==> src/logic/serial_unit_cfg.svh <==
// Timing counts and field positions for the asynchronous serial unit.
`ifndef SERIAL_UNIT_CFG_SVH
`define SERIAL_UNIT_CFG_SVH

// Oversampling: sixteen ticks of the internal bit clock make one bit period.
`define SU_OVERSAMPLE 16
// Phase of the sixteen-tick bit at which the receiver samples (the eighth tick).
`define SU_SAMPLE_PHASE 4'h7
// Last phase of a bit; the transmitter changes the line after it.
`define SU_LAST_PHASE 4'hF
// Bit of the phase counter that drives the bit clock output, high from phase 8, giving a rising edge at bit centre.
`define SU_SCK_HIGH_BIT 3
// Index of the last data bit for eight-bit and seven-bit characters.
`define SU_LAST_BIT_8 3'h7
`define SU_LAST_BIT_7 3'h6
// Default width of the baud divisor.
`define SU_DIV_WIDTH 8

`endif

==> src/logic/serial_unit_pkg.sv <==
// Types shared by the asynchronous serial unit.
package serial_unit_pkg;

  typedef enum logic [4:0] {
    TX_IDLE  = 5'h01,
    TX_START = 5'h02,
    TX_DATA  = 5'h04,
    TX_EXTRA = 5'h08,
    TX_STOP  = 5'h10
  } tx_state_e;

  typedef enum logic [4:0] {
    RX_IDLE  = 5'h01,
    RX_START = 5'h02,
    RX_DATA  = 5'h04,
    RX_EXTRA = 5'h08,
    RX_STOP  = 5'h10
  } rx_state_e;

endpackage

==> src/logic/async_serial_comm_unit.sv <==
// Asynchronous-mode serial communication unit with double-buffered transmit and receive paths.
`timescale 1ns/100ps
`include "serial_unit_cfg.svh"

module async_serial_comm_unit #(
  parameter int DIV_W = `SU_DIV_WIDTH
) (
  // Clock and reset
  input wire logic ref_clk,
  input wire logic rstn,
  // Format settings
  input wire logic seven_bit,
  input wire logic parity_enable,
  input wire logic parity_odd_sel,
  input wire logic multiproc_enable,
  input wire logic two_stop,
  input wire logic [DIV_W-1:0] baud_div_reg,
  // Control settings
  input wire logic clk_src_hi,
  input wire logic clk_src_lo,
  input wire logic tx_enable,
  input wire logic rx_enable,
  input wire logic tx_empty_irq_enable,
  input wire logic tx_done_irq_enable,
  input wire logic rx_irq_enable,
  // Software actions: write and clear pulses of one cycle; multiproc_bit is taken when the shifter loads
  input wire logic tx_holding_wr,
  input wire logic [7:0] tx_holding_wdata,
  input wire logic multiproc_bit,
  input wire logic tx_empty_clr,
  input wire logic rx_full_clr,
  input wire logic parity_error_clr,
  input wire logic framing_error_clr,
  input wire logic overrun_clr,
  // Status
  output logic tx_empty_flag,
  output logic tx_done_flag,
  output logic rx_full_flag,
  output logic parity_error_flag,
  output logic framing_error_flag,
  output logic overrun_flag,
  output logic [7:0] rx_holding_reg,
  output logic rx_multiproc_bit,
  // Interrupt requests, levels
  output logic tx_empty_irq,
  output logic tx_done_irq,
  output logic rx_full_irq,
  output logic rx_err_irq,
  // Serial pins
  input wire logic rx_line,
  output logic tx_line,
  input wire logic sck_in,
  output logic sck_out,
  output logic sck_oe
);

  initial begin
    if (DIV_W < 1 || DIV_W > 16) begin
      $error("async_serial_comm_unit: DIV_W must lie between 1 and 16");
    end
  end

  typedef struct packed {
    serial_unit_pkg::tx_state_e tx_state;
    logic [3:0] tx_phase;
    logic [2:0] tx_cnt;
    logic [7:0] tx_holding;
    logic [7:0] tx_shifter;
    logic tx_mp;
    logic tx_par;
    logic tx_stop2;
    logic tx_pending;
    logic tx_line;
    logic tx_empty_flag;
    logic tx_done_flag;
    logic sck_out;
    logic sck_oe;
    serial_unit_pkg::rx_state_e rx_state;
    logic rx_sync1;
    logic rx_sync2;
    logic [3:0] rx_phase;
    logic [2:0] rx_cnt;
    logic [7:0] rx_shifter;
    logic rx_par;
    logic rx_extra;
    logic [7:0] rx_holding;
    logic rx_mp;
    logic rx_full_flag;
    logic parity_error_flag;
    logic framing_error_flag;
    logic overrun_flag;
    logic tx_empty_irq;
    logic tx_done_irq;
    logic rx_full_irq;
    logic rx_err_irq;
  } unit_s;

  unit_s s;
  unit_s next_s;
  logic tick;

  // Index of the last data bit of a character.
  function automatic logic [2:0] last_bit(input logic seven);
    last_bit = seven ? `SU_LAST_BIT_7 : `SU_LAST_BIT_8;
  endfunction

  // A parity or multiprocessor bit follows the data.
  function automatic logic has_extra(input logic pe, input logic mp);
    has_extra = pe | mp;
  endfunction

  bit_clock_gen #(
    .DIV_W(DIV_W)
  ) u_bit_clock_gen (
    .ref_clk(ref_clk),
    .rstn(rstn),
    .ext_sel(clk_src_hi),
    .baud_div_reg(baud_div_reg),
    .sck_in(sck_in),
    .tick(tick)
  );

  always_comb begin
    logic tx_bit_end;
    logic rx_sample;
    logic do_load;
    logic set_done;
    logic rx_err_any;
    logic rx_bit;
    logic perr;
    logic ferr;
    tx_bit_end = 1'b0;
    rx_sample = 1'b0;
    do_load = 1'b0;
    set_done = 1'b0;
    rx_err_any = 1'b0;
    rx_bit = 1'b0;
    perr = 1'b0;
    ferr = 1'b0;
    next_s = s;

    // Transmit side. The phase counter runs freely so the clock output keeps its phase between frames.
    if (tick) begin
      next_s.tx_phase = s.tx_phase + 4'h1;
    end
    tx_bit_end = tick && (s.tx_phase == `SU_LAST_PHASE);
    if (tx_holding_wr) begin
      next_s.tx_holding = tx_holding_wdata;
    end
    if (tx_empty_clr) begin
      next_s.tx_empty_flag = 1'b0;
      next_s.tx_done_flag = 1'b0;
    end

    case (s.tx_state)
      serial_unit_pkg::TX_IDLE: begin
        next_s.tx_line = 1'b1;
        if (tx_bit_end && !s.tx_empty_flag) begin
          do_load = 1'b1;
          next_s.tx_line = 1'b0;
          next_s.tx_state = serial_unit_pkg::TX_START;
        end
      end
      serial_unit_pkg::TX_START: begin
        if (tx_bit_end) begin
          next_s.tx_line = s.tx_shifter[0];
          next_s.tx_par = s.tx_shifter[0];
          next_s.tx_shifter = {1'b0, s.tx_shifter[7:1]};
          next_s.tx_cnt = 3'h0;
          next_s.tx_state = serial_unit_pkg::TX_DATA;
        end
      end
      serial_unit_pkg::TX_DATA: begin
        if (tx_bit_end) begin
          if (s.tx_cnt == last_bit(seven_bit)) begin
            if (has_extra(parity_enable, multiproc_enable)) begin
              // The multiprocessor bit takes the parity slot and parity is then ignored.
              next_s.tx_line = multiproc_enable ? s.tx_mp : (s.tx_par ^ parity_odd_sel);
              next_s.tx_state = serial_unit_pkg::TX_EXTRA;
            end else begin
              next_s.tx_line = 1'b1;
              next_s.tx_stop2 = 1'b0;
              next_s.tx_state = serial_unit_pkg::TX_STOP;
              do_load = !s.tx_empty_flag;
              set_done = s.tx_empty_flag;
            end
          end else begin
            next_s.tx_line = s.tx_shifter[0];
            next_s.tx_par = s.tx_par ^ s.tx_shifter[0];
            next_s.tx_shifter = {1'b0, s.tx_shifter[7:1]};
            next_s.tx_cnt = s.tx_cnt + 3'h1;
          end
        end
      end
      serial_unit_pkg::TX_EXTRA: begin
        if (tx_bit_end) begin
          next_s.tx_line = 1'b1;
          next_s.tx_stop2 = 1'b0;
          next_s.tx_state = serial_unit_pkg::TX_STOP;
          do_load = !s.tx_empty_flag;
          set_done = s.tx_empty_flag;
        end
      end
      serial_unit_pkg::TX_STOP: begin
        if (tx_bit_end) begin
          if (two_stop && !s.tx_stop2) begin
            next_s.tx_stop2 = 1'b1;
          end else if (s.tx_pending) begin
            next_s.tx_pending = 1'b0;
            next_s.tx_line = 1'b0;
            next_s.tx_state = serial_unit_pkg::TX_START;
          end else begin
            next_s.tx_state = serial_unit_pkg::TX_IDLE;
          end
        end
      end
      default: begin
        next_s.tx_state = serial_unit_pkg::TX_IDLE;
      end
    endcase

    // Hardware sets are applied last so they win over a software clear in the same cycle.
    if (do_load) begin
      next_s.tx_shifter = s.tx_holding;
      next_s.tx_mp = multiproc_bit;
      next_s.tx_empty_flag = 1'b1;
      next_s.tx_pending = (s.tx_state != serial_unit_pkg::TX_IDLE);
    end
    if (set_done) begin
      next_s.tx_done_flag = 1'b1;
    end

    if (!tx_enable) begin
      next_s.tx_state = serial_unit_pkg::TX_IDLE;
      next_s.tx_shifter = 8'h00;
      next_s.tx_empty_flag = 1'b1;
      next_s.tx_pending = 1'b0;
      next_s.tx_line = 1'b1;
    end

    // Bit-rate clock output, high over the second half of each bit.
    next_s.sck_oe = !clk_src_hi && clk_src_lo;
    next_s.sck_out = next_s.sck_oe && next_s.tx_phase[`SU_SCK_HIGH_BIT];

    // Receive side. The first synchroniser stage feeds only the second.
    next_s.rx_sync1 = rx_line;
    next_s.rx_sync2 = s.rx_sync1;
    rx_bit = s.rx_sync2;
    rx_err_any = s.overrun_flag || s.framing_error_flag || s.parity_error_flag;
    if (tick) begin
      next_s.rx_phase = s.rx_phase + 4'h1;
    end
    // No sample is taken while disabled, so a frame ending on that edge cannot touch the flags.
    rx_sample = tick && rx_enable && (s.rx_phase == `SU_SAMPLE_PHASE);

    if (rx_full_clr) begin
      next_s.rx_full_flag = 1'b0;
    end
    if (parity_error_clr) begin
      next_s.parity_error_flag = 1'b0;
    end
    if (framing_error_clr) begin
      next_s.framing_error_flag = 1'b0;
    end
    if (overrun_clr) begin
      next_s.overrun_flag = 1'b0;
    end

    case (s.rx_state)
      serial_unit_pkg::RX_IDLE: begin
        // A pending error keeps the receiver from starting a new frame.
        if (tick && !rx_bit && !rx_err_any) begin
          next_s.rx_phase = 4'h0;
          next_s.rx_state = serial_unit_pkg::RX_START;
        end
      end
      serial_unit_pkg::RX_START: begin
        if (rx_sample) begin
          // A start bit that is high again at its centre was a glitch.
          next_s.rx_state = rx_bit ? serial_unit_pkg::RX_IDLE : serial_unit_pkg::RX_DATA;
          next_s.rx_cnt = 3'h0;
          next_s.rx_par = 1'b0;
          next_s.rx_shifter = 8'h00;
        end
      end
      serial_unit_pkg::RX_DATA: begin
        if (rx_sample) begin
          next_s.rx_shifter = {rx_bit, s.rx_shifter[7:1]};
          next_s.rx_par = s.rx_par ^ rx_bit;
          next_s.rx_cnt = s.rx_cnt + 3'h1;
          if (s.rx_cnt == last_bit(seven_bit)) begin
            next_s.rx_state = has_extra(parity_enable, multiproc_enable) ?
                              serial_unit_pkg::RX_EXTRA : serial_unit_pkg::RX_STOP;
          end
        end
      end
      serial_unit_pkg::RX_EXTRA: begin
        if (rx_sample) begin
          next_s.rx_extra = rx_bit;
          next_s.rx_state = serial_unit_pkg::RX_STOP;
        end
      end
      serial_unit_pkg::RX_STOP: begin
        if (rx_sample) begin
          next_s.rx_state = serial_unit_pkg::RX_IDLE;
          perr = parity_enable && !multiproc_enable && ((s.rx_par ^ s.rx_extra) != parity_odd_sel);
          ferr = !rx_bit;
          if (s.rx_full_flag) begin
            next_s.overrun_flag = 1'b1;
          end else begin
            next_s.rx_holding = seven_bit ? {1'b0, s.rx_shifter[7:1]} : s.rx_shifter;
            next_s.rx_mp = s.rx_extra;
            if (!perr && !ferr) begin
              next_s.rx_full_flag = 1'b1;
            end
          end
          if (perr) begin
            next_s.parity_error_flag = 1'b1;
          end
          if (ferr) begin
            next_s.framing_error_flag = 1'b1;
          end
        end
      end
      default: begin
        next_s.rx_state = serial_unit_pkg::RX_IDLE;
      end
    endcase

    // Disabling the receiver drops the frame in progress but leaves flags and data alone.
    if (!rx_enable) begin
      next_s.rx_state = serial_unit_pkg::RX_IDLE;
    end

    // Interrupt requests are levels that follow flag and enable; the transmit-empty request is also gated by tx_enable.
    next_s.tx_empty_irq = tx_enable && next_s.tx_empty_flag && tx_empty_irq_enable;
    next_s.tx_done_irq = next_s.tx_done_flag && tx_done_irq_enable;
    next_s.rx_full_irq = next_s.rx_full_flag && rx_irq_enable;
    next_s.rx_err_irq = (next_s.overrun_flag || next_s.framing_error_flag || next_s.parity_error_flag)
                        && rx_irq_enable;
  end

  always_ff @(posedge ref_clk) begin
    if (!rstn) begin
      s <= '0;
      s.tx_state <= serial_unit_pkg::TX_IDLE;
      s.rx_state <= serial_unit_pkg::RX_IDLE;
      s.tx_line <= 1'b1;
      s.tx_empty_flag <= 1'b1;
      s.tx_done_flag <= 1'b1;
      s.rx_sync1 <= 1'b1;
      s.rx_sync2 <= 1'b1;
    end else begin
      s <= next_s;
    end
  end

  assign tx_empty_flag = s.tx_empty_flag;
  assign tx_done_flag = s.tx_done_flag;
  assign rx_full_flag = s.rx_full_flag;
  assign parity_error_flag = s.parity_error_flag;
  assign framing_error_flag = s.framing_error_flag;
  assign overrun_flag = s.overrun_flag;
  assign rx_holding_reg = s.rx_holding;
  assign rx_multiproc_bit = s.rx_mp;
  assign tx_empty_irq = s.tx_empty_irq;
  assign tx_done_irq = s.tx_done_irq;
  assign rx_full_irq = s.rx_full_irq;
  assign rx_err_irq = s.rx_err_irq;
  assign tx_line = s.tx_line;
  assign sck_out = s.sck_out;
  assign sck_oe = s.sck_oe;

endmodule

==> src/logic/bit_clock_gen.sv <==
// Sixteen-times bit clock tick from the internal divisor or the external clock pin.
`timescale 1ns/100ps
`include "serial_unit_cfg.svh"

module bit_clock_gen #(
  parameter int DIV_W = `SU_DIV_WIDTH
) (
  // Clock and reset
  input wire logic ref_clk,
  input wire logic rstn,
  // Configuration
  input wire logic ext_sel,
  input wire logic [DIV_W-1:0] baud_div_reg,
  // External clock pin
  input wire logic sck_in,
  // One-cycle tick at sixteen times the bit rate
  output logic tick
);

  initial begin
    if (DIV_W < 1 || DIV_W > 16) begin
      $error("bit_clock_gen: DIV_W must lie between 1 and 16");
    end
  end

  typedef struct packed {
    logic [DIV_W-1:0] div_cnt;
    logic sync1;
    logic sync2;
    logic prev;
    logic tick;
  } gen_s;

  gen_s s;
  gen_s next_s;

  // The divisor counts baud_div_reg + 1 reference cycles per tick; the mapping is a free choice.
  always_comb begin
    next_s = s;
    next_s.sync1 = sck_in;
    next_s.sync2 = s.sync1;
    next_s.prev = s.sync2;
    next_s.tick = 1'b0;
    if (ext_sel) begin
      next_s.div_cnt = '0;
      // The pin clock is assumed to run at sixteen times the bit rate.
      next_s.tick = s.sync2 && !s.prev;
    end else if (s.div_cnt >= baud_div_reg) begin
      next_s.div_cnt = '0;
      next_s.tick = 1'b1;
    end else begin
      next_s.div_cnt = s.div_cnt + {{(DIV_W-1){1'b0}}, 1'b1};
    end
  end

  always_ff @(posedge ref_clk) begin
    if (!rstn) begin
      s <= '0;
    end else begin
      s <= next_s;
    end
  end

  assign tick = s.tick;

endmodule

==> config.mk <==
export PLATFORM = sky130hd
export DESIGN_NAME = async_serial_comm_unit
export DESIGN_NICKNAME = d
export VERILOG_FILES = /design/src/logic/serial_unit_pkg.sv /design/src/logic/async_serial_comm_unit.sv /design/src/logic/bit_clock_gen.sv
export VERILOG_INCLUDE_DIRS = /design/src /design/src/logic
export SDC_FILE = /design/constraint.sdc
export NUM_CORES = 1
export LEC_CHECK = 0
export BUFFER_PORTS_ARGS = -buffer_cell sky130_fd_sc_hd__buf_2
export CORE_UTILIZATION = 30
export DETAILED_ROUTE_END_ITERATION = 12
export PLACE_DENSITY_LB_ADDON = 0.25
export SLEW_MARGIN = 20
export SYNTH_ARGS = -nofsm -noshare
export SYNTH_HDL_FRONTEND = slang
export SYNTH_SLANG_ARGS = --single-unit
export TNS_END_PERCENT = 50
==> constraint.sdc <==
create_clock -name ref_clk -period 2.58 [get_ports ref_clk]
set_input_delay 0.387 -clock ref_clk [delete_from_list [all_inputs] [get_ports ref_clk]]
set_output_delay 0.387 -clock ref_clk [all_outputs]
set_load 0.01 [all_outputs]
==> flow_metrics.py, run 1 <==
metrics = {
    "placed_design": {
        "portBuffers": 60,
        "place.gp.congestion": 0.853,
        "place_hpwl_microns": 7460,
        "dp_cells": 717,
    },
    "sta": {
        "maxSlewViolCount": 0,
        "hold_viol": 0,
        "slew_headroom": 0.337,
        "skew_ns": 0.00784,
        "worstMarginPinSlew_ns": 0.987,
        "finalCritPeriodShare": 0.869,
        "timing.final.crit_period_ns": 2.24,
        "fin_tns_setup_ns": 0,
        "rsz0062_at_grt": "no",
        "fmax_ghz": 0.446,
        "setup_viol": 0,
    },
    "synthesis": {
        "syn_area_per_cell_sq_um": 8.69,
        "yosys-top-cells-area": "dfxtp_1, nor2_1, mux2i_1",
        "synth_seq_cells": 90,
        "synthesis.instances": 500,
        "synthFlopType": "dfxtp_1",
        "yosysUniqueCellTypes": 60,
        "synth_top_cell_area_share": 0.415,
        "synth_top_cell_by_area": "dfxtp_1",
        "yosysSeqAreaShare": 0.415,
        "synth_warnings": 0,
        "syn_area_sq_um": 4350,
        "synthArstFlopShare": 0,
        "synth_nets": 552,
        "synth_edf_count": 0,
    },
    "clocking": {
        "post-cts-setup-buffers": 0,
        "clk_latency_ns": 0.35,
        "clock_tree.buffer_depth": 2,
        "htreeDepth": 3,
        "cts_made_buffers": 9,
        "cts_root_buffer": "clkbuf_16",
        "holdBufCountCts": 0,
        "clk_pin_slew_ns": 0.07,
        "clock_sinks": 90,
        "ctsResizeCount": 0,
        "cts_tree": "built",
    },
    "cells_and_area": {
        "seq_area_sq_um": 1800,
        "multi_input_area_sq_um": 2290,
        "largest_reg_flops": 55,
        "fillers": 1481,
        "diodes": 0,
        "finalNetCount": 600,
        "stdcell_count": 733,
        "area_growth_pct": 16.6,
        "final_layout_size_suffix_gt1_frac": 0.174,
    },
    "critical_path": {
        "worst-path-max-fanout": 8,
        "cp.required_ns": 2.86,
        "crit_slowest_cell": "a2111oi_0",
        "crit_chain": "inv_1 > ha_1 > nand2b_1 > a21o_1 > a2111oi_0 > o31ai_1 > nor2_1",
        "worst-path-stages": 7,
        "r2r_cells": 7,
        "crit_family": "compound AO/OA/AOI/OAI gates",
        "worstPathArrival_ns": 2.52,
        "cp_slowest_stage_delay_ns": 0.59,
        "cp-start-kind": "flip-flop",
        "end_kind": "flip-flop",
        "critical_path_class": "reg2reg",
        "worstPathBufferInverterCount": 1,
    },
    "grt": {
        "grt.overflow.total": 0,
        "grt_use_total": 0.147,
        "antenna_found_initial": 0,
        "grt_max_degree": 41,
        "grt_pass1_wl_microns": 17000,
        "grt_pass1_vias": 3422,
    },
    "power_and_ir_drop": {
        "power.density_nw_per_um2": 594,
        "p_leak_nw": 1.99,
        "ir_drop_mv": 0.330,
    },
    "floorplan": {
        "num_rows": 43,
        "chipWidth_microns": 122,
        "core-area_sq_um": 14000,
        "start_util": 0.311,
        "die_h_microns": 122,
        "num_io_pins": 61,
        "dieArea_sq_um": 15000,
    },
    "routing": {
        "drtPass1Iterations": 4,
        "ant_nets": 0,
        "viasPerCell": 5.00,
        "drc": 0,
        "vias": 3664,
        "wirelength_microns": 10300,
        "drtIter0Drc": 160,
        "wl_per_cell_microns": 14.0,
    },
    "worst_hold_path": {
        "whs_path_depth": 2,
        "min_path_type": "in2reg",
    },
    "status": {
        "status": "complete, no violations",
    },
    "flow_run": {
        "drv_cap": 0,
    },
}
[power by group]
group	internal, mW	switching [mW]
clock	0.785	0.578
combinational	0.0874	0.121
sequential	1.41	0.0251
[worst register-to-register path, stage by stage, from the launching register on]
cell and delay (ns):
dfxtp_1 0.41, inv_1 0.07, ha_1 0.26, nand2b_1 0.14
a21o_1 0.17, a2111oi_0 0.59, o31ai_1 0.34, nor2_1 0.18
[layout by cell type, fill, tap and decap left out, drive strengths merged, types with 5 or more instances in the layout]
cell | netlist | layout
dfxtp | 90 | 90
buf | 23 | 71
nor2 | 60 | 60
nand2 | 47 | 47
a21oi | 30 | 30
mux2i | 21 | 21
nand3 | 20 | 20
inv | 16 | 18
ha | 13 | 13
a211oi | 13 | 13
xor2 | 12 | 12
nor3 | 12 | 12
o21ai | 12 | 12
clkbuf | 11 | 11
a32oi | 9 | 9
nor2b | 8 | 8
xnor2 | 7 | 7
nand2b | 7 | 7
nand4 | 6 | 6
and2 | 6 | 6
o22ai | 6 | 6
o211ai | 5 | 5
and3 | 5 | 5
[Yosys cell counts, types with 3 or more instances]
| cell | instances |
|---|---|
| dfxtp_1 | 90 |
| nor2_1 | 60 |
| nand2_1 | 47 |
| a21oi_1 | 30 |
| mux2i_1 | 21 |
| nand3_1 | 20 |
| inv_1 | 16 |
| buf_2 | 13 |
| ha_1 | 13 |
| a211oi_1 | 12 |
| xor2_1 | 12 |
| clkbuf_1 | 11 |
| nor3_1 | 11 |
| a32oi_1 | 9 |
| buf_4 | 8 |
| nor2b_1 | 8 |
| o21ai_0 | 8 |
| nand2b_1 | 7 |
| xnor2_1 | 7 |
| and2_1 | 6 |
| nand4_1 | 6 |
| o22ai_1 | 6 |
| and3_1 | 5 |
| o211ai_1 | 5 |
| a21o_1 | 4 |
| nand3b_1 | 4 |
| nor3b_1 | 4 |
| nor4b_1 | 4 |
| o31ai_1 | 4 |
| o2111ai_1 | 3 |
| o21ai_1 | 3 |
| or3_1 | 3 |
[final timing paths]
kind,slack (ns),start,end
max,0.34,u_bit_clock_gen.s[4]$_SDFF_PP0_,u_bit_clock_gen.s[5]$_SDFF_PP0_
min,0.23,rx_line,next_s[34]$_SDFF_PN1_
max reg2reg,0.34,u_bit_clock_gen.s[4]$_SDFF_PP0_,u_bit_clock_gen.s[5]$_SDFF_PP0_
min reg2reg,0.44,u_bit_clock_gen.next_s[1]$_SDFF_PN0_,u_bit_clock_gen.s[1]$_SDFF_PN0_
[per-stage QoR]
step	total power, mW	utilization	worst slack (ns)	cell area, sq um	hold slack (ns)
finish	3.01	0.362	0.339	5070	0.231
global route	3.15	0.362	0.138	5070	0.220
CTS	3.05	0.362	0.380	5070	0.215
detailed placement	1.68	0.341	0.375	4770	0.422
global placement	1.67	0.341	0.416	4770	0.415
floorplan	1.60	-	0.612	4350	0.386
[layer usage]
metal / wire, microns / track usage / vias to the layer above
li1: - / - / 1880
met2: 4690 / 0.236 / 59
met3: 428 / 0.0455 / 12
met5: 0 / 0 / -
met4: 106 / 0.0412 / 0
met1: 5050 / 0.188 / 1713
[cell type report]
| cell class | instances | share of cell area |
|---|---|---|
| clock buffer | 11 | 0.0479 |
| clock inverter | 5 | 0.0121 |
| inverter | 17 | 0.0126 |
| multi-input combinational | 359 | 0.452 |
| sequential | 90 | 0.355 |
| tap | 180 | 0.0444 |
| timing repair buffer | 71 | 0.0755 |
[cells by family after synthesis]
group	after synthesis	synth area share
compound gates	105	0.165
xor+xnor	20	0.0435
fa+ha+maj	13	0.0374
buf+inv	51	0.0581
flops	90	0.415
mux	23	0.0535
simple gates	198	0.228
Note: power is estimated with default switching activity, not from simulation.
==> run 2, diff against run 1 <==
CORE_MARGIN = 2   (was unset)
SYNTH_HIERARCHICAL = 1   (was unset)
==> run 2 against run 1 <==
Power up 0.12%; final cell count is 0.68% lower; sequential power about the same; die area is 8.4% higher; non-clock buffer count fell by 3; fmax rose by 11%; cell area rose by 4.1%; combinational power decreased by 24%; first-iteration DRC count grew 38%; setup slack better by 0.23 ns; sequential share of layout area down 1.4 points; critical endpoint is now s[48]$_SDFFE_PN0P_; highest routed layer unchanged.
==> flow_metrics.py, run 2 <==
metrics = {
    "cells_and_area": {
        "fin_util": 0.351,
        "stdcell_count": 728,
        "area_growth_pct": 15.5,
        "finalNetCount": 587,
        "largest_reg_flops": 55,
        "final_common_cell": "dfxtp_1",
        "diodes": 0,
        "final_cell_mix": "dfxtp_1, buf_2, nor2b_1, nor2_1",
        "final_layout_size_suffix_gt1_frac": 0.196,
    },
    "sta": {
        "fmax_ghz": 0.496,
        "setup_viol": 0,
        "finalCritPeriodShare": 0.781,
        "fin_tns_setup_ns": 0,
        "timing.final.crit_period_ns": 2.02,
        "maxSlewViolCount": 0,
        "rsz0062_at_grt": "no",
        "slew_headroom": 0.468,
        "skew_ns": 0.00737,
        "hold_viol": 0,
        "worstMarginPinSlew_ns": 0.793,
    },
    "floorplan": {
        "chipWidth_microns": 127,
        "die_h_microns": 127,
        "dieArea_sq_um": 16200,
        "start_util": 0.304,
        "core-area_sq_um": 15000,
        "num_io_pins": 61,
        "num_rows": 45,
    },
    "power_and_ir_drop": {
        "internal_power_mw": 2.34,
        "comb_power_share": 0.053,
        "power_frac_seq": 0.473,
        "switching_power_uw": 671,
        "clkPwrFrac": 0.474,
        "p_sw_frac": 0.223,
        "p_leak_nw": 2.23,
        "ir_drop_mv": 0.348,
        "power.density_nw_per_um2": 571,
    },
    "synthesis": {
        "synth_top_cell_by_area": "dfxtp_1",
        "synth_nets": 541,
        "syn_area_per_cell_sq_um": 9.34,
        "synth_seq_cells": 90,
        "synth_top_family_by_area": "simple AND/OR/NAND/NOR gates",
        "yosysUniqueCellTypes": 75,
        "yosysSeqAreaShare": 0.394,
        "yosys-top-cells-count": "dfxtp_1, nor2b_1, nor2_1",
        "syn_area_sq_um": 4570,
        "synth_fa_ha_area_frac": 0.0356,
        "synth_xor_area_frac": 0.0452,
        "yosys-top-cells-area": "dfxtp_1, mux2i_1, nor2b_1",
        "synthArstFlopShare": 0,
        "yosysMostFrequentCell": "dfxtp_1",
        "synth_simple_gate_area_frac": 0.233,
        "synthesis.instances": 489,
        "synthFlopType": "dfxtp_1",
        "synth_warnings": 6,
        "synth_top_cell_area_share": 0.394,
        "synthMuxAreaShare": 0.0701,
        "synth_compound_area_frac": 0.161,
        "synth_edf_count": 0,
    },
    "grt": {
        "grt_max_degree": 36,
        "grt_pass1_vias": 3569,
        "grt_pass1_wl_microns": 17300,
        "antenna_found_initial": 0,
        "grt_use_total": 0.133,
        "grt.overflow.total": 0,
    },
    "critical_path": {
        "cp_slowest_stage_delay_ns": 0.43,
        "r2r-end": "s[48]$_SDFFE_PN0P_",
        "critical_path_class": "reg2reg",
        "crit_slowest_cell": "dfxtp_1",
        "worst-path-max-fanout": 11,
        "crit_chain": "nor3_1 > o211a_1 > o21ai_2 > buf_4 > o2111ai_1 > o31ai_1",
        "rr_startpoint": "s[73]$_SDFFE_PN1P_",
        "crit_start": "s[73]$_SDFFE_PN1P_",
        "end_kind": "flip-flop",
        "cp.required_ns": 2.81,
        "r2r_cells": 6,
        "cp-start-kind": "flip-flop",
        "reg2reg_slack_ns": 0.56,
        "worstPathArrival_ns": 2.25,
    },
    "routing": {
        "ant_nets": 0,
        "wl_per_cell_microns": 14.1,
        "viasPerCell": 4.87,
        "vias": 3547,
        "drtIter0Drc": 221,
        "wirelength_microns": 10300,
        "drc": 0,
        "drtPass1Iterations": 4,
    },
    "clocking": {
        "clock_sinks": 90,
        "htreeDepth": 3,
        "holdBufCountCts": 0,
        "clock_tree.buffer_depth": 2,
        "cts_made_buffers": 9,
        "clk_pin_slew_ns": 0.07,
        "post-cts-setup-buffers": 0,
        "clk_latency_ns": 0.35,
        "cts_root_buffer": "clkbuf_16",
        "cts_tree": "built",
        "ctsResizeCount": 0,
    },
    "worst_hold_path": {
        "whs_path_depth": 2,
        "min_to": "next_s[34]$_SDFF_PN1_",
        "min_from": "rx_line",
        "min_path_type": "in2reg",
    },
    "status": {
        "status": "complete, no violations",
    },
    "flow_run": {
        "drv_cap": 0,
    },
    "placed_design": {
        "portBuffers": 60,
        "dp_cells": 712,
        "place_hpwl_microns": 7560,
        "place.gp.congestion": 0.854,
    },
}
-- run 2: cell types whose count changed in the layout (fill, tap and decap cells not counted), moves of 11 or more --
cell / before / now
nor2b_1: 8 / 35
nor2_1: 60 / 34
nand2_1: 47 / 32
a21oi_1: 30 / 18
nand3_1: 20 / 8
mux2i_1: 21 / 32
-- run 2: layer usage --
metal	share of wire	GRT usage
met1	0.49	0.178
met2	0.44	0.201
met3	0.037	0.0285
met4	0.025	0.0679
met5	0	0
-- run 2: cell families after synthesis --
logic type	after synthesis
fa+ha+maj	13
compound gates	100
xor+xnor	21
buf+inv	50
mux	32
flops	90
simple gates	183
-- run 2: area by class of cell --
type	count	area, sq um
clock buffer	9	225
clock inverter	7	103
fill	1535	9750
inverter	17	63.8
multi-input combinational	349	2490
sequential	90	1800
tap	188	235
timing repair buffer	68	360
-- run 2: power groups by stage --
stage                     Combinational, mW  Clock (mW)  Sequential (mW)
after floorplan                       0.101           0             1.45
after global placement                0.159           0             1.46
after detailed placement              0.161           0             1.46
after CTS                             0.163        1.48             1.42
after global routing                  0.180        1.54             1.43
final                                 0.159        1.43             1.42
-- run 2: worst max path at each step --
| stage | endpoint | slack [ns] |
|---|---|---|
| 6_report | s[48]$_SDFFE_PN0P_ | 0.56 |
| 3_5_place_dp | s[48]$_SDFFE_PN0P_ | 0.57 |
| 3_3_place_gp | s[48]$_SDFFE_PN0P_ | 0.59 |
| 2_1_floorplan | s[57]$_SDFFE_PN0P_ | 0.83 |
| 5_1_grt | s[48]$_SDFFE_PN0P_ | 0.34 |
| 4_1_cts | s[29]$_SDFFE_PN0P_ | 0.57 |
-- run 2: stage by stage --
stage / area, sq um / power [mW] / hold slack [ns] / worst slack [ns]
floorplan: 4570 / 1.55 / 0.386 / 0.834
global placement: 4950 / 1.62 / 0.391 / 0.589
detailed placement: 4950 / 1.62 / 0.391 / 0.574
CTS: 5280 / 3.07 / 0.229 / 0.573
global route: 5280 / 3.14 / 0.232 / 0.339
finish: 5280 / 3.01 / 0.239 / 0.564
-- run 2: critical path: cells and delay by family (launching register included) --
kind            cells  cell delay (ns)
buf+inv             1             0.21
simple gates        1             0.43
flops               1             0.43
compound gates      4             0.82
==> run 3, diff against run 2 <==
clock period = 1.7 ns   (was 2.58 ns; I/O delays follow)
==> run 3 against run 2 <==
Clock skew is 0.0025 ns higher; sequential share of layout area is 3.3 points lower; via count is 7.5% higher; critical path type unchanged; clock power is 32% higher; the run now ends with setup timing left; highest routed layer unchanged; non-clock buffer count is 61 higher; setup slack worse by 0.62 ns; largest cell class unchanged; die area stayed put; largest power group is now sequential cells.
==> flow_metrics.py, run 3 (synthesized netlist as in run 2, its figures left out) <==
metrics = {
    "floorplan": {
        "start_util": 0.304,
        "num_io_pins": 61,
        "die_h_microns": 127,
        "dieArea_sq_um": 16200,
        "core-area_sq_um": 15000,
        "num_rows": 45,
        "chipWidth_microns": 127,
    },
    "clocking": {
        "cts_root_buffer": "clkbuf_16",
        "clk_pin_slew_ns": 0.07,
        "clock_sinks": 90,
        "cts_made_buffers": 9,
        "cts_tree": "built",
        "clk_latency_ns": 0.35,
        "htreeDepth": 3,
        "clock_tree.buffer_depth": 2,
    },
    "status": {
        "violations": "setup timing",
        "status": "finished with violations",
    },
    "routing": {
        "viasPerCell": 4.83,
        "drtIter0Drc": 169,
        "vias": 3814,
        "wl_per_cell_microns": 14.0,
        "wirelength_microns": 11100,
        "ant_nets": 0,
        "drtPass1Iterations": 4,
        "drc": 0,
    },
    "grt": {
        "grt_max_degree": 37,
        "grt_use_met1": 0.192,
        "grt_use_total": 0.139,
        "grt-busiest-layer": "met2",
        "grt.overflow.total": 0,
        "grt_pass1_wl_microns": 18000,
        "grt_pass1_vias": 3610,
        "antenna_found_initial": 0,
        "use_met2": 0.209,
        "grt_use_met3": 0.0369,
    },
    "sta": {
        "skew_ns": 0.00990,
        "timing.final.crit_period_ns": 1.75,
        "slew_headroom": 0.624,
        "fin_tns_setup_ns": -0.418,
        "setup_ws_ns": -0.0546,
        "hold_viol": 0,
        "fmax_ghz": 0.570,
        "rsz0062_at_grt": "yes",
        "worstMarginPinSlew_ns": 0.561,
        "finalCritPeriodShare": 1.03,
        "setup_viol": 11,
        "finalHoldWorstSlack_ns": 0.107,
        "maxSlewViolCount": 0,
    },
    "cells_and_area": {
        "final_layout_size_suffix_gt1_frac": 0.331,
        "largest_reg_flops": 55,
        "finalNetCount": 649,
        "final_common_cell": "dfxtp_1",
        "diodes": 0,
        "final_cell_mix": "dfxtp_1, buf_4, buf_2, nor2_1",
        "area_growth_pct": 29.2,
    },
    "power_and_ir_drop": {
        "power_frac_seq": 0.499,
        "p_leak_nw": 2.54,
        "ir_drop_mv": 0.432,
        "p_sw_frac": 0.242,
        "power.density_nw_per_um2": 732,
        "comb_power_share": 0.064,
        "clkPwrFrac": 0.438,
        "switching_power_mw": 1.05,
        "internal_power_mw": 3.27,
    },
    "worst_hold_path": {
        "min_path_type": "in2reg",
    },
    "critical_path": {
        "cp-start-kind": "flip-flop",
        "worst-path-max-fanout": 5,
        "cp.required_ns": 1.96,
        "crit_slowest_cell": "dfxtp_2",
        "crit_family": "simple AND/OR/NAND/NOR gates",
        "worstPathBufferInverterCount": 1,
        "worstPathArrival_ns": 2.01,
        "cp_slowest_stage_delay_ns": 0.34,
        "critical_path_class": "reg2reg",
        "end_kind": "flip-flop",
        "crit_chain": "nor2_1 > and3_1 > buf_4 > nand2_1 > a21bo_2 > o31ai_1",
    },
    "placed_design": {
        "place.gp.congestion": 0.817,
        "place_hpwl_microns": 8120,
        "portBuffers": 60,
    },
    "flow_run": {
        "drv_cap": 0,
    },
}
[run 3: cell count changes in the layout (fill, tap and decap cells not counted), moves of 3 or more]
cell     change
a21oi_2      +3
buf_12       +3
nor2b_1      -3
buf_4       +56
dfxtp_1     -10
a21oi_1      -3
nor2b_2      +3
dfxtp_2      +8
nor3_1       -3
[run 3: path summary, 6_finish.rpt]
check                         from                                   end  slack [ns]  cells after the start
min reg2reg  next_s[34]$_SDFF_PN1_                      s[34]$_SDFF_PN1_        0.41                      1
max reg2reg     s[77]$_SDFFE_PN0P_                    s[48]$_SDFFE_PN0P_       -0.05                      6
min                         sck_in  u_bit_clock_gen/next_s[2]$_SDFF_PN0_        0.11                      2
max             s[77]$_SDFFE_PN0P_                    s[48]$_SDFFE_PN0P_       -0.05                      6
[run 3: worst register-to-register path, cell delays in order (launching register included)]
cell	delay, ns
dfxtp_2	0.34
nor2_1	0.33
and3_1	0.31
buf_4	0.14
nand2_1	0.11
a21bo_2	0.24
o31ai_1	0.19
[run 3: power by group through the flow]
stage | sequential [mW] | clock, mW | combinational (mW)
2_1_floorplan | 2.20 | 0 | 0.154
3_3_place_gp | 2.20 | 0 | 0.269
3_5_place_dp | 2.20 | 0 | 0.273
4_1_cts | 2.16 | 1.96 | 0.275
5_1_grt | 2.16 | 2.05 | 0.307
6_report | 2.15 | 1.89 | 0.275
[run 3: per-layer routing]
| metal | vias to the layer above | wire length, microns |
|---|---|---|
| met5 | - | 0 |
| met1 | 1780 | 5590 |
| met2 | 74 | 4790 |
| met3 | 13 | 483 |
| li1 | 1947 | - |
| met4 | 0 | 197 |
[run 3: what timing repair did]
action,CTS,global route
pin swaps,0,8
resized for setup,9,30
gates cloned,1,2
hold buffers,0,0
buffers inserted,2,5
setup endpoints to repair,28,53
[run 3: per-stage QoR]
stage                     worst slack [ns]  cells   util  power [mW]  cell area, sq um
after global placement              -0.113    764  0.358        2.47              5380
after detailed placement            -0.176    764  0.358        2.48              5380
after global routing                -0.191    790  0.393        4.51              5900
after CTS                          -0.0615    783  0.380        4.39              5720
after floorplan                    -0.0463    489      -        2.36              4580
final                              -0.0546    790  0.393        4.32              5900
[run 3: layout make-up]
cell class | instances | area (sq um)
Inverter | 17 | 63.8
Tap cell | 188 | 235
Sequential cell | 90 | 1820
Timing Repair Buffer | 129 | 871
Clock inverter | 7 | 53.8
Clock buffer | 9 | 225
Fill cell | 1521 | 9130
Multi-Input combinational cell | 350 | 2630
